===== config.mk =====
export PLATFORM = sky130hd
export DESIGN_NAME = vas_supervisor
export DESIGN_NICKNAME = d
export VERILOG_FILES = /design/src/logic/vas_pkg.sv /design/src/logic/vas_hold_filter.sv /design/src/logic/vas_supervisor.sv
export SDC_FILE = /design/constraint.sdc
export NUM_CORES = 1
export LEC_CHECK = 0
export CAP_MARGIN = 0
export CORE_MARGIN = 2
export CORE_UTILIZATION = 30
export DETAILED_ROUTE_END_ITERATION = 10
export DONT_BUFFER_PORTS = 1
export SYNTH_ARGS = -nofsm -noshare
export SYNTH_HDL_FRONTEND = slang
export SYNTH_SLANG_ARGS = --single-unit

===== constraint.sdc =====
create_clock -name clk_in -period 68.1 [get_ports clk_in]
set_clock_uncertainty 0.15 [all_clocks]
set_input_delay 0 -clock clk_in [delete_from_list [all_inputs] [get_ports clk_in]]
set_output_delay 0 -clock clk_in [all_outputs]
set_load 0.01 [all_outputs]

===== src/logic/vas_pkg.sv =====
// constants, types and helpers for the valve actuator supervisor
// assumes one 20 MHz system clock and same-clock converter words
package vas_pkg;

  localparam int CLK_HZ        = 20_000_000;
  localparam int RESET_HOLD_MS = 500;
  localparam int RESET_HOLD_CYC = (CLK_HZ / 1000) * RESET_HOLD_MS;

  localparam int POS_W   = 12;
  localparam int UA_W    = 16;
  localparam int TEMP_W  = 8;
  localparam int N_WIND  = 3;
  localparam int FAULT_W = 8;
  localparam int LOG_W   = FAULT_W + 2;
  localparam int PIDX_W  = 2;
  localparam int N_PARAM = 3;

  localparam logic [UA_W-1:0]  UA_MIN  = 16'h0FA0;
  localparam logic [UA_W-1:0]  UA_MAX  = 16'h4E20;
  localparam logic [UA_W-1:0]  UA_SPAN = 16'h3E80;
  localparam logic [POS_W-1:0] POS_MAX = 12'hFFF;
  localparam logic [POS_W-1:0] POS_HOME = 12'h000;

  localparam logic [TEMP_W-1:0] WIND_HOT_NEW = 8'h87;
  localparam logic [TEMP_W-1:0] WIND_HOT_OLD = 8'h82;
  localparam logic [TEMP_W-1:0] ELEC_HOT     = 8'h6E;
  localparam logic [1:0]        HOT_MIN_CNT  = 2'h2;

  localparam logic [PIDX_W-1:0] PIX_STOP     = 2'h0;
  localparam logic [PIDX_W-1:0] PIX_HOME_WIN = 2'h1;
  localparam logic [PIDX_W-1:0] PIX_DEADBAND = 2'h2;

  localparam logic [POS_W-1:0] STOP_DEF     = 12'h000;
  localparam logic [POS_W-1:0] HOME_WIN_DEF = 12'h004;
  localparam logic [POS_W-1:0] DEADBAND_DEF = 12'h002;

  localparam int LOG_MOTOR_HOT = FAULT_W;
  localparam int LOG_ELEC_HOT  = FAULT_W + 1;

  typedef enum logic [1:0] {
    GEN_OLD,
    GEN_MID,
    GEN_NEW
  } vas_gen_type;

  // 4..20 mA in microamps onto 0..POS_MAX, clamped
  function automatic logic [POS_W-1:0] ua_to_pos(input logic [UA_W-1:0] ua);
    logic [31:0] prod;
    prod = 32'h0;
    if (ua <= UA_MIN) begin
      return POS_HOME;
    end
    if (ua >= UA_MAX) begin
      return POS_MAX;
    end
    prod = (32'(ua - UA_MIN) * 32'(POS_MAX)) / 32'(UA_SPAN);
    return prod[POS_W-1:0];
  endfunction

  // 0..full onto 4000..20000 microamps
  function automatic logic [UA_W-1:0] frac_to_ua(input logic [POS_W-1:0] val,
                                                 input logic [POS_W-1:0] full);
    logic [31:0] prod;
    prod = (32'(val) * 32'(UA_SPAN)) / 32'(full);
    return UA_MIN + prod[UA_W-1:0];
  endfunction

endpackage : vas_pkg


===== src/logic/vas_hold_filter.sv =====
// minimum-hold qualifier for the synchronised reset command level
// assumes level_in is already on clk_in
module vas_hold_filter
  import vas_pkg::*;
#(
  parameter int HOLD_CYC = RESET_HOLD_CYC
) (
  input  wire logic clk_in,
  input  wire logic srst_in,
  input  wire logic level_in,
  output logic      accept_out
);

  localparam int CNT_W = $clog2(HOLD_CYC + 1);

  // refuse counts the qualifier cannot serve
  if (HOLD_CYC < 2) begin : g_hold_check
    $error("hold count too small");
  end

  logic [CNT_W-1:0] count;
  logic             fired;
  wire              at_end = (count == CNT_W'(HOLD_CYC - 1));

  always_ff @(posedge clk_in) begin
    if (srst_in) begin
      count <= '0;
      fired <= 1'b0;
    end else if (!level_in) begin
      count <= '0;
      fired <= 1'b0;
    end else if (!at_end) begin
      count <= count + CNT_W'(1);
    end else begin
      fired <= 1'b1;
    end
  end

  assign accept_out = level_in && at_end && !fired;
endmodule // vas_hold_filter


===== src/logic/vas_supervisor.sv =====
// supervisor for an electric fuel-valve actuator: commands, homing,
// demand mapping, feedback scaling, alarms and set-up access
// assumes run/reset pins are asynchronous; converter words are on clk_in
//
// Functional notes
// - after power-up or reset, homing waits until run is on, then starts.
// - while run is on the valve target follows the demand continuously.
// - when run goes off or is lost the valve goes to its stop position; while homing the code stops the motor where it is and waits for run.
// - a reset command clears position state, reloads set-up and rehomes.
// - while reset is active the run and demand inputs are held, not used.
// - reset must be held at least 0.5 s and is accepted only then.
// - demand 4 mA maps to closed home and 20 mA to fully open, linearly.
// - position feedback is 4 mA at home up to 20 mA at full span.
// - load feedback is 4 mA at no load up to 20 mA at full load.
// - each alarm switch is closed while healthy and opens on its fault.
// - the general fault set is chosen by factory strap; any member opens it.
// - newest generation: thermal alarm opens if two windings exceed 135 C.
// - earlier generation: two windings over 130 C or electronics over 110 C.
// - middle generation: electronics over 110 C opens the general fault.
// - the serial host can change set-up and read stored fault history.
// - commutation, position loop and monitoring run with no outside help; the code has no commutation and gives only motor drive and direction.
module vas_supervisor
  import vas_pkg::*;
#(
  parameter int HOLD_CYC = RESET_HOLD_CYC
) (
  input  wire logic                      clk_in,
  input  wire logic                      srst_in,
  input  wire logic                      run_pin_in,
  input  wire logic                      reset_pin_in,
  input  wire logic [UA_W-1:0]           demand_ua_in,
  input  wire logic [POS_W-1:0]          position_in,
  input  wire logic [POS_W-1:0]          load_in,
  input  wire logic [N_WIND*TEMP_W-1:0]  winding_temp_in,
  input  wire logic [TEMP_W-1:0]         elec_temp_in,
  input  wire logic [FAULT_W-1:0]        fault_cond_in,
  input  wire logic [FAULT_W-1:0]        fault_select_in,
  input  wire logic [1:0]                generation_in,
  input  wire logic                      cfg_wr_in,
  input  wire logic                      cfg_rd_in,
  input  wire logic [PIDX_W-1:0]         cfg_addr_in,
  input  wire logic [POS_W-1:0]          cfg_wdata_in,
  input  wire logic                      diag_rd_in,
  input  wire logic                      diag_clear_in,
  output logic [POS_W-1:0]               cfg_rdata_out,
  output logic [LOG_W-1:0]               diag_data_out,
  output logic [POS_W-1:0]               pos_target_out,
  output logic                           motor_drive_out,
  output logic                           motor_open_dir_out,
  output logic                           homed_out,
  output logic [UA_W-1:0]                pos_fb_ua_out,
  output logic [UA_W-1:0]                load_fb_ua_out,
  output logic                           fault_switch_out,
  output logic                           thermal_alarm_switch_out
);

  typedef enum logic [2:0] {
    ST_WAIT_RUN,
    ST_HOMING,
    ST_TRACK,
    ST_STOP,
    ST_RESET
  } vas_state_type;

  function automatic logic [1:0] count_over(input logic [N_WIND*TEMP_W-1:0] t,
                                            input logic [TEMP_W-1:0] thr);
    logic [1:0] n;
    n = 2'h0;
    for (int i = 0; i < N_WIND; i++) begin
      if (t[i*TEMP_W +: TEMP_W] > thr) begin
        n = n + 2'h1;
      end
    end
    return n;
  endfunction

  // pin synchronisers
  logic run_meta, run_sync, rst_meta, rst_active;
  always_ff @(posedge clk_in) begin
    if (srst_in) begin
      run_meta   <= 1'b0;
      run_sync   <= 1'b0;
      rst_meta   <= 1'b0;
      rst_active <= 1'b0;
    end else begin
      run_meta   <= run_pin_in;
      run_sync   <= run_meta;
      rst_meta   <= reset_pin_in;
      rst_active <= rst_meta;
    end
  end

  logic reset_accept;
  vas_hold_filter #(
    .HOLD_CYC (HOLD_CYC)
  ) u_hold (
    .clk_in     (clk_in),
    .srst_in    (srst_in),
    .level_in   (rst_active),
    .accept_out (reset_accept)
  );

  logic            run_hold;
  logic [UA_W-1:0] demand_hold;
  always_ff @(posedge clk_in) begin
    if (srst_in) begin
      run_hold    <= 1'b0;
      demand_hold <= UA_MIN;
    end else if (!rst_active) begin
      run_hold    <= run_sync;
      demand_hold <= demand_ua_in;
    end
  end
  wire run_eff = rst_active ? run_hold : run_sync;
  wire [UA_W-1:0] demand_eff = rst_active ? demand_hold : demand_ua_in;
  wire [POS_W-1:0] demand_pos = ua_to_pos(demand_eff);
  // factory straps, caught after reset release
  logic              strap_taken;
  vas_gen_type       gen;
  logic [FAULT_W-1:0] fault_select;
  always_ff @(posedge clk_in) begin
    if (srst_in) begin
      strap_taken  <= 1'b0;
      gen          <= GEN_NEW;
      fault_select <= '0;
    end else if (!strap_taken) begin
      strap_taken  <= 1'b1;
      gen          <= vas_gen_type'(generation_in);
      fault_select <= fault_select_in;
    end
  end
  // set-up parameters: stored image and working copy
  logic [POS_W-1:0] param_store [N_PARAM];
  logic [POS_W-1:0] param_act   [N_PARAM];
  wire cfg_hit = cfg_addr_in < PIDX_W'(N_PARAM);
  always_ff @(posedge clk_in) begin
    if (srst_in) begin
      param_store[PIX_STOP]     <= STOP_DEF;
      param_store[PIX_HOME_WIN] <= HOME_WIN_DEF;
      param_store[PIX_DEADBAND] <= DEADBAND_DEF;
      param_act[PIX_STOP]       <= STOP_DEF;
      param_act[PIX_HOME_WIN]   <= HOME_WIN_DEF;
      param_act[PIX_DEADBAND]   <= DEADBAND_DEF;
    end else if (reset_accept) begin
      for (int i = 0; i < N_PARAM; i++) begin
        param_act[i] <= param_store[i];
      end
    end else if (cfg_wr_in && cfg_hit) begin
      param_store[cfg_addr_in] <= cfg_wdata_in;
      param_act[cfg_addr_in]   <= cfg_wdata_in;
    end
  end
  wire [POS_W-1:0] stop_pos  = param_act[PIX_STOP];
  wire [POS_W-1:0] home_win  = param_act[PIX_HOME_WIN];
  wire [POS_W-1:0] dead_band = param_act[PIX_DEADBAND];
  // command sequencer
  vas_state_type state, next_state;
  logic          homed, next_homed;
  wire           at_home = position_in <= home_win;
  always_comb begin
    next_state = state;
    next_homed = homed;
    case (state)
      ST_WAIT_RUN: begin
        if (run_eff) begin
          next_state = ST_HOMING;
        end
      end
      ST_HOMING: begin
        if (!run_eff) begin
          next_state = ST_WAIT_RUN;
        end else if (at_home) begin
          next_homed = 1'b1;
          next_state = ST_TRACK;
        end
      end
      ST_TRACK: begin
        if (!run_eff) begin
          next_state = ST_STOP;
        end
      end
      ST_STOP: begin
        if (run_eff) begin
          next_state = ST_TRACK;
        end
      end
      ST_RESET: begin
        if (!rst_active) begin
          next_state = ST_WAIT_RUN;
        end
      end
      default: begin
        next_state = ST_WAIT_RUN;
      end
    endcase
    if (reset_accept) begin
      next_state = ST_RESET;
      next_homed = 1'b0;
    end
  end

  always_ff @(posedge clk_in) begin
    if (srst_in) begin
      state <= ST_WAIT_RUN;
      homed <= 1'b0;
    end else begin
      state <= next_state;
      homed <= next_homed;
    end
  end

  wire [POS_W-1:0] next_target =
    (state == ST_HOMING) ? POS_HOME :
    (state == ST_TRACK)  ? demand_pos :
    (state == ST_STOP)   ? stop_pos : position_in;
  wire moving = (state == ST_HOMING) || (state == ST_TRACK) || (state == ST_STOP);
  wire             want_open = next_target > position_in;
  wire [POS_W-1:0] pos_err   = want_open ? next_target - position_in
                                         : position_in - next_target;
  wire             next_drive = moving && (pos_err > dead_band);
  always_ff @(posedge clk_in) begin
    if (srst_in) begin
      pos_target_out     <= POS_HOME;
      motor_drive_out    <= 1'b0;
      motor_open_dir_out <= 1'b0;
      homed_out          <= 1'b0;
      pos_fb_ua_out      <= UA_MIN;
      load_fb_ua_out     <= UA_MIN;
    end else begin
      pos_target_out     <= next_target;
      motor_drive_out    <= next_drive;
      motor_open_dir_out <= want_open;
      homed_out          <= homed;
      pos_fb_ua_out      <= frac_to_ua(position_in, POS_MAX);
      load_fb_ua_out     <= frac_to_ua(load_in, POS_MAX);
    end
  end
  // temperature detection per generation
  wire [1:0] hot_new   = count_over(winding_temp_in, WIND_HOT_NEW);
  wire [1:0] hot_old   = count_over(winding_temp_in, WIND_HOT_OLD);
  wire       elec_hot  = elec_temp_in > ELEC_HOT;
  wire       motor_hot = (gen == GEN_NEW) ? (hot_new >= HOT_MIN_CNT)
                                          : (hot_old >= HOT_MIN_CNT);
  wire thermal_trip = motor_hot || ((gen == GEN_OLD) && elec_hot);
  wire fault_trip = |(fault_cond_in & fault_select) || ((gen == GEN_MID) && elec_hot);
  always_ff @(posedge clk_in) begin
    if (srst_in) begin
      fault_switch_out         <= 1'b0;
      thermal_alarm_switch_out <= 1'b0;
    end else begin
      fault_switch_out         <= strap_taken && !fault_trip;
      thermal_alarm_switch_out <= strap_taken && !thermal_trip;
    end
  end

  logic [LOG_W-1:0] fault_log;
  wire  [LOG_W-1:0] log_set = {elec_hot, motor_hot, fault_cond_in};
  always_ff @(posedge clk_in) begin
    if (srst_in) begin
      fault_log <= '0;
    end else if (diag_clear_in) begin
      fault_log <= log_set;
    end else begin
      fault_log <= fault_log | log_set;
    end
  end

  always_ff @(posedge clk_in) begin
    if (srst_in) begin
      cfg_rdata_out <= '0;
      diag_data_out <= '0;
    end else begin
      if (cfg_rd_in) begin
        cfg_rdata_out <= cfg_hit ? param_store[cfg_addr_in] : '0;
      end
      if (diag_rd_in) begin
        diag_data_out <= fault_log;
      end
    end
  end
endmodule // vas_supervisor


# After elaboration in Yosys (flattened, before gate mapping)
# Memories as Yosys holds them, arrays and structs flattened.
# Index checks and enable logic that the tools add are counted.
# totals
wordCells	155
latch_bits	0
input_bits	112
mem_bits_ro	0
output_inout_bits	71
mem_count	2
mem_bits_rw	72
reg_bits	142
# mem_list
name	depth	width	rd	rd_ports_with_merged_regs	wr	line	rtl
param_act	3	12	3	0	3	vas_supervisor.sv:134	logic [POS_W-1:0] param_act [N_PARAM];
param_store	3	12	4	0	3	vas_supervisor.sv:133	logic [POS_W-1:0] param_store [N_PARAM];
# classes
mul	3
bitwise_logic	6
shift	0
reduce_logical	25
magnitude_cmp	15
n_mux	49
addsub	10
n_div	3
eq_ne	17
# ops
cell	count
two-way mux 12 bit	14
divider 26 x 12 -> 32 bit (second input constant)	2
greater-than comparator 8 bit (second input constant)	6
multiplier 12 x 7 -> 19 bit (second input constant)	2
adder 12 x 16 -> 16 bit (first input constant)	2
divider 32 x 14 -> 32 bit (second input constant)	1
multiplier 17 x 13 -> 30 bit (second input constant)	1
adder 24 x 1 -> 24 bit (second input constant)	1
== test 24 bit (second input constant)	1
greater-than comparator 12 bit	2
OR reduction 12 bit	2
subtractor 12 bit	2
two-way mux 3 bit	7
two-way mux 1 bit	19
subtractor 16 x 12 -> 17 bit (second input constant)	1
>= comparator 16 x 15 -> 1 bit (second input constant)	1
<= comparator 16 x 12 -> 1 bit (second input constant)	1
two-way mux 16 bit	1
inequality test 3 bit (second input constant)	5
one-hot mux 3 bit (5 select lines)	1
<= comparator 12 bit	1
two-way mux 2 bit	6
two-way mux 10 bit	1
OR 10 bit	1
23 further kinds	47

# Logic depth before layout (Yosys ltp)
# Gate-level depths: netlist of the first run.
# logic_depth
ltp_word	12
ltp_mapped	99
mapped_depth_nobuf	86

# By module
# A second synthesis of the first run with hierarchy kept.
# hier_totals
cells_unflattened	4043
hier_area_um2	32652.6
# modules_own_cells
mod	cells_each	instances	seq_area_each_um2	area_per_inst_um2
vas_supervisor	3887	1	4504.3	31373.8
vas_hold_filter	156	1	500.5	1278.7

# Least setup slack after synthesis of the first run
# OpenSTA, ideal clock, no wires.
# synth_timing
kind	reg-to-reg
from	reg rst_active
to	reg motor_drive_out
required_time_ns	67.892
path_slack_ns	45.986
path_stages_with_launch	92
setup_time_ns	0.058
period_less_slack_ns	22.114
arrival_ns	21.906
path_buffers	9
cell_sequence	dfxtp_1 > buf_6 > buf_6 > clkbuf_1 > mux2i_1 > ha_1 > a221o_1 > nand2_1 > xor2_1 > xnor2_1 > inv_1 > ha_1 > clkbuf_1 > xor2_1 > ha_1 > fa_1 > fa_1 > inv_1 > [56 not listed] > a21oi_1 > o21bai_1 > a21o_1 > inv_1 > o21ai_0 > a21oi_1 > nor2b_1 > o22ai_1 > mux2i_1 > o21a_1 > o21ai_0 > a21oi_1 > xnor2_1 > ha_1 > nand4_1 > or2_2 > o221ai_1 > o211a_1
# synth_via
elab_chain_len	12
word_cells_on_any_way	20
cone_classes	add/sub (3); mul (1); div (1); order compare (4); mux (10); reduce/logical (1)
# synth_rtl
element	line	rtl
start: declaration	vas_supervisor.sv:78	logic run_meta, run_sync, rst_meta, rst_active;
start signal: assignment	vas_supervisor.sv:89	rst_active <= rst_meta;
two-way mux 16 bit (*)	--	
subtractor 16 x 12 -> 17 bit or >= comparator 16 x 15 -> 1 bit (tied branches)	vas_pkg.sv:56, vas_pkg.sv:53	
multiplier 17 x 13 -> 30 bit or two-way mux 1 bit (tied branches)	vas_pkg.sv:56, vas_pkg.sv:53	
divider 32 x 14 -> 32 bit or two-way mux 1 bit (tied branches)	vas_pkg.sv:56, vas_pkg.sv:53	
two-way mux 12 bit	vas_pkg.sv:56	prod = (32'(ua - UA_MIN) * 32'(POS_MAX)) / 32'(UA_SPAN);
two-way mux 12 bit (*)	vas_pkg.sv:53	if (ua >= UA_MAX) begin
two-way mux 12 bit (*)	vas_supervisor.sv:214	(state == ST_TRACK) ? demand_pos :
two-way mux 12 bit (*)	vas_supervisor.sv:213	(state == ST_HOMING) ? POS_HOME :
subtractor 12 bit (tied with other cells)	vas_supervisor.sv:219	: position_in - next_target;
two-way mux 12 bit (*)	vas_supervisor.sv:218	wire [POS_W-1:0] pos_err = want_open ? next_target - position_in
greater-than comparator 12 bit (*)	vas_supervisor.sv:220	wire next_drive = moving && (pos_err > dead_band);
logical AND 1 bit (*)	vas_supervisor.sv:220	
end signal: assignment	vas_supervisor.sv:231	motor_drive_out <= next_drive;
end: declaration	vas_supervisor.sv:48	output logic motor_drive_out,
# Every way passes the cells marked *; elsewhere a longest branch is shown, timed or not. The select of a mux whose other input is x is not followed.
# A chain may end at the register's enable or synchronous reset.

# Worst setup path in the final report of the first run
# Same ends and word-level chain as after synthesis.

==> impl_metrics.py, run 1 <==
metrics = {
    "die": {
        "start_util_pct": 30.4,
        "ios": 183,
        "die_area_um2": 108000,
        "rows": 118,
        "fp.coreArea_um2": 104000,
        "dieHeight_um": 328,
        "die_x_um": 328,
    },
    "worst_hold_path": {
        "whs_path_depth": 7,
        "min_path_type": "primary input to flip-flop",
        "min_to": "motor_drive_out$_SDFF_PP0_",
        "min_from": "position_in[11]",
    },
    "global_route": {
        "grt_pass1_vias": 28300,
        "grt-ovfl-total": 0,
        "grtUsageTotal_pct": 16.9,
        "grt.busiest_layer": "met2",
        "grt_max_degree": 91,
        "antenna_found_initial": 15,
        "use_met3_pct": 3.05,
        "grt_pass1_wl_um": 151000,
        "use_met2_pct": 28.2,
        "met1_usage_pct": 22.8,
    },
    "clocking": {
        "cts_buffer_depth": 3,
        "numCtsBuffers": 27,
        "ctsResizeCount": 0,
        "root_buffer": "clkbuf_16",
        "cts.clk_slew.worst_paths_ns": 0.06,
        "cts_tree": "done",
        "cts_max_level": 1,
        "clock_sinks": 214,
        "postCtsSetupBuffers": 0,
        "holdBufCountCts": 110,
        "clk_latency_ns": 0.59,
    },
    "timing": {
        "max_freq_mhz": 38.4,
        "slew_violations": 0,
        "period_minus_slack_ns": 26.02,
        "max_slew_margin_pct": 22.1,
        "hold_viol": 0,
        "tns_ns": 0,
        "post-route-period-util_pct": 38.2,
        "worstMarginPinSlew_ns": 1.17,
        "rsz0062_at_grt": "no",
        "setup_viol": 0,
    },
    "cells_and_area": {
        "area_growth_pct": 10.9,
        "fillers": 10900,
        "drive_gt1_share_pct": 5.33,
        "nets": 4526,
    },
    "worst_setup_path": {
        "critPathSlowestCell": "dfxtp_2",
        "critPathMaxStageDelay_ns": 0.93,
        "cp-start-kind": "flip-flop",
        "rr_worst_depth": 83,
        "rr_endpoint": "motor_drive_out$_SDFF_PP0_",
        "arrival_ns": 26.41,
        "critical_path_class": "flip-flop to flip-flop",
        "reg2reg_from": "rst_active$_SDFF_PP0_",
        "crit_path_max_fanout": 39,
        "crit_start": "rst_active$_SDFF_PP0_",
        "worstPathRequired_ns": 68.49,
        "cp-end-kind": "flip-flop",
        "critical_path.most_common_cell": "a21oi_1",
        "regToRegSetupSlack_ns": 42.08,
    },
    "route": {
        "drc": 0,
        "wl_per_cell_um": 17.5,
        "via_per_inst": 5.43,
        "vias": 29300,
        "finalWirelength_um": 94400,
        "dr.pass1.iters": 6,
        "ant_nets": 0,
        "drt_iter0_markers": 2246,
    },
    "yosys": {
        "yosysTopAreaCell": "fa_1",
        "synth_top_cell_area_share_pct": 11.7,
        "synth-main-ff-cell": "dfxtp_1",
        "ys_types": 135,
        "postSynth.asyncResetShare_pct": 0,
        "yosysWarnings": 0,
        "synth-seq-cells": 214,
        "syn_area_um2": 31600,
        "ys_top_cells_by_count": "360 x nor2_1, 340 x inv_1, 296 x nand2_1",
        "seq_area_frac_synth_pct": 15.9,
        "post_synth.cell_area_avg_um2": 8.00,
        "syn_inst": 3943,
        "synth_edf_count": 72,
        "yosysMostFrequentCell": "nor2_1",
        "synth_area_leaders": "fa_1 12%, ha_1 9.3%, dfxtp_1 9.0%",
    },
    "status": {
        "status": "completed",
    },
    "place": {
        "hpwl_um": 74800,
        "portBuffers": 0,
        "place.gp.congestion": 0.910,
    },
    "run": {
        "cap_violations": 0,
    },
}
## routing by layer
layer  wire (um)  part of all wire [%]
met3        5840                   6.2
met4        1770                   1.9
met2       42900                    45
met5          74                 0.078
met1       43800                    46
## registers in the layout, summed over array words and instances, names as in the netlist, 12 cells and up
signal          flops
param_act          36
param_store        36
u_hold.count       24
demand_hold        16
load_fb_ua_out     16
pos_fb_ua_out      16
cfg_rdata_out      12
pos_target_out     12
## cell families (layout without fill, tap and decap cells)
kind of cell / after synthesis / count (layout) / synth area share [%]
adders and majority gates: 426 / 426 / 21.3
other: 1 / 8 / 0.0119
AOI/OAI and AO/OA: 1082 / 1082 / 23.7
xor gates and xnor gates: 255 / 255 / 7.24
DFF: 214 / 214 / 15.9
buffers and inverters: 450 / 521 / 5.58
and+or+nand+nor: 1393 / 1393 / 22.4
muxes: 122 / 122 / 4.03
## through the flow
step / instance area [um^2] / setup WS, ns / hold WS [ns] / utilization [%] / cells
after floorplan: 31600 / 45.99 / -0.0326 / - / 3944
after CTS: 35000 / 42.41 / 0.0287 / 33.7 / 5395
after global routing: 35000 / 40.11 / 0.0988 / 33.7 / 5399
final: 35000 / 42.08 / 0.0522 / 33.7 / 5401
after global placement: 33000 / 43.00 / -0.0723 / 31.7 / 5235
after detailed placement: 33000 / 42.45 / -0.0710 / 31.7 / 5235
## cells in the final DEF (no fill, tap or decap), drive strengths merged, types with 37 or more instances in the layout
master	n
dlygate4sd3	109
a31oi	50
nor4	54
nor2	362
dfxtp	142
nand2	296
inv	347
and2	85
a211oi	45
o21ai	226
or3	45
fa	185
nand4	59
nand2b	40
nor2b	37
ha	235
a21o	92
edfxtp	72
o211ai	39
xor2	80
or2	46
nor3	115
a21oi	251
nand3	125
xnor2	173
and3	45
mux2i	99
## final cells by class
type                            count  area [um^2]  share of cell area [%]
Multi-Input combinational cell   3280        24800                    70.8
Sequential cell                   214         5010                    14.3
Tap cell                         1380         1730                    4.93
Inverter                          342         1280                    3.67
Timing Repair Buffer              129         1260                    3.60
Clock buffer                       36          771                    2.20
Clock inverter                     14          141                   0.404
Antenna cell                        6         15.0                  0.0429
## critical path, delay by kind of cell, from the launching register on
kind	cells	cell delay, ns
adder cells (fa/ha/maj)	11	4.34
XOR/XNOR	3	0.60
flip-flops	1	0.93
buffers and inverters	5	0.44
multiplexers	7	3.31
AO/OA/AOI/OAI	43	12.26
AND/OR/NAND/NOR	14	3.90
## how the worst max path moves through the flow
stage | end | slack (ns) | cells past startpoint
after floorplan | motor_drive_out$_SDFF_PP0_ | 45.99 | 91
final | motor_drive_out$_SDFF_PP0_ | 42.08 | 83
after global routing | motor_drive_out$_SDFF_PP0_ | 40.11 | 82
after detailed placement | motor_drive_out$_SDFF_PP0_ | 42.45 | 84
after CTS | motor_drive_out$_SDFF_PP0_ | 42.41 | 83
after global placement | motor_drive_out$_SDFF_PP0_ | 43.00 | 84
Power of run 1 is left out: the tool's default activity adds up to more than one toggle a clock period on the data nets, which glitch-free logic cannot reach.
==> run 2: changes to the inputs <==
==> constraint.sdc (replaced) <==
create_clock -name clk_in -period 26.8 [get_ports clk_in]
set_clock_uncertainty 0.15 [all_clocks]
set_input_delay 0 -clock clk_in [delete_from_list [all_inputs] [get_ports clk_in]]
set_output_delay 0 -clock clk_in [all_outputs]
set_load 0.01 [all_outputs]
==> impl_metrics.py, run 2 (synthesized netlist as in run 1, its figures left out) <==
metrics = {
    "clocking": {
        "cts_tree": "done",
        "cts_max_level": 1,
        "cts.clk_slew.worst_paths_ns": 0.06,
        "clk_latency_ns": 0.62,
        "numCtsBuffers": 28,
        "root_buffer": "clkbuf_16",
        "cts_buffer_depth": 3,
        "clock_sinks": 214,
    },
    "timing": {
        "slew_violations": 0,
        "period_minus_slack_ns": 24.97,
        "worstMarginPinSlew_ns": 1.17,
        "max_slew_margin_pct": 21.1,
        "post-route-period-util_pct": 93.2,
        "rsz0062_at_grt": "no",
        "hold_viol": 0,
        "max_freq_mhz": 40.0,
        "tns_ns": 0,
        "setup_viol": 0,
    },
    "cells_and_area": {
        "final_cell_area_um2": 35100,
        "nets": 4524,
        "multi_input_area_um2": 24900,
        "fillers": 10900,
        "final_cell_mix": "359 x nor2_1, 340 x inv_1, 296 x nand2_1",
        "drive_gt1_share_pct": 5.53,
        "final_common_cell": "nor2_1",
        "area_growth_pct": 11.2,
        "seqCellArea_um2": 5010,
        "reg.largest.list": "param_act x36, param_store x36, u_hold.count x24",
        "final_core_util_pct": 33.7,
    },
    "global_route": {
        "grt_pass1_vias": 28400,
        "antenna_found_initial": 19,
        "grt_max_degree": 91,
        "grtUsageTotal_pct": 17.1,
        "grt_pass1_wl_um": 153000,
        "grt-ovfl-total": 0,
    },
    "die": {
        "start_util_pct": 30.4,
        "dieHeight_um": 328,
        "rows": 118,
        "fp.coreArea_um2": 104000,
        "ios": 183,
        "die_area_um2": 108000,
        "die_x_um": 328,
    },
    "worst_setup_path": {
        "path_buf_inv": 5,
        "arrival_ns": 25.28,
        "cp-start-kind": "flip-flop",
        "worstPathRequired_ns": 27.11,
        "critical_path.top_delay_family": "compound AO/OA/AOI/OAI gates",
        "critical_path.most_common_cell": "a21oi_1",
        "cp-end-kind": "flip-flop",
        "critPathMaxStageDelay_ns": 0.77,
        "critPathSlowestCell": "o41ai_2",
        "crit_path_max_fanout": 39,
        "critical_path_class": "flip-flop to flip-flop",
    },
    "route": {
        "drc": 0,
        "via_per_inst": 5.48,
        "dr.pass1.iters": 6,
        "ant_nets": 0,
        "drt_iter0_markers": 2078,
        "vias": 29500,
        "finalWirelength_um": 94900,
        "wl_per_cell_um": 17.6,
    },
    "place": {
        "placed_cell_area_um2": 33000,
        "hpwl_um": 74900,
        "portBuffers": 0,
        "place.gp.congestion": 0.898,
    },
    "run": {
        "cap_violations": 0,
    },
    "worst_hold_path": {
        "min_path_type": "primary input to flip-flop",
    },
    "status": {
        "status": "completed",
    },
}
run 2: changes by cell type in the layout (fill, tap and decap cells not counted), sizes merged:
cell / before / now
diode: 6 / 3
clkbuf: 36 / 35
bufinv: 1 / 2
clkinvlp: 4 / 2
clkinv: 4 / 10
inv: 347 / 344
dlygate4sd3: 109 / 106
run 2: layout make-up:
cell class                 count  share of cell area [%]
clock buffer                  35                    2.13
multi-input combinational   3280                    71.0
sequential                   214                    14.3
timing repair buffer         126                    3.51
inverter                     342                    3.66
clock inverter                16                   0.510
tap                         1380                    4.92
antenna                        3                  0.0214
run 2: final timing paths:
check | startpoint | end | slack [ns] | depth (start not counted)
worst max-delay path | rst_active$_SDFF_PP0_ | motor_drive_out$_SDFF_PP0_ | 1.83 | 83
worst min-delay path | demand_ua_in[2] | demand_hold[2]$_SDFF_PP0_ | 0.04 | 3
worst max register to register | rst_active$_SDFF_PP0_ | motor_drive_out$_SDFF_PP0_ | 1.83 | 83
worst min register to register | run_meta$_SDFF_PP0_ | run_sync$_SDFF_PP0_ | 0.28 | 1
run 2: metal layers:
metal	share of wire (%)	GRT usage (%)
met1	47	23.2
met2	46	28.5
met3	5.4	2.83
met4	2.0	3.22
met5	0.11	0
run 2: what timing repair did:
| action | in CTS | in global routing |
|---|---|---|
| buffers inserted | 0 | 0 |
| setup endpoints to repair | 0 | 1 |
| hold endpoints to repair | 222 | 0 |
| resized for setup | 0 | 16 |
| hold buffers | 107 | 0 |
run 2: worst register-to-register path: cells and delay by family, from the launching register on:
kind                       cells  cell delay (ns)
and+or+nand+nor               12             3.83
AOI/OAI and AO/OA             45            11.61
buffers and inverters          5             0.52
xor gates and xnor gates       2             0.65
adders and majority gates     12             4.50
muxes                          7             2.87
DFF                            1             0.69
run 2: stage by stage:
step | hold slack (ns) | instances | setup WS [ns]
after detailed placement | -0.0713 | 5235 | 1.23
after global placement | -0.0724 | 5235 | 1.70
after CTS | 0.0113 | 5393 | 1.09
final | 0.0436 | 5396 | 1.83
after global routing | 0.0811 | 5395 | 0.0596
after floorplan | -0.0326 | 3944 | 4.69
Power of run 2 is left out for the same reason.
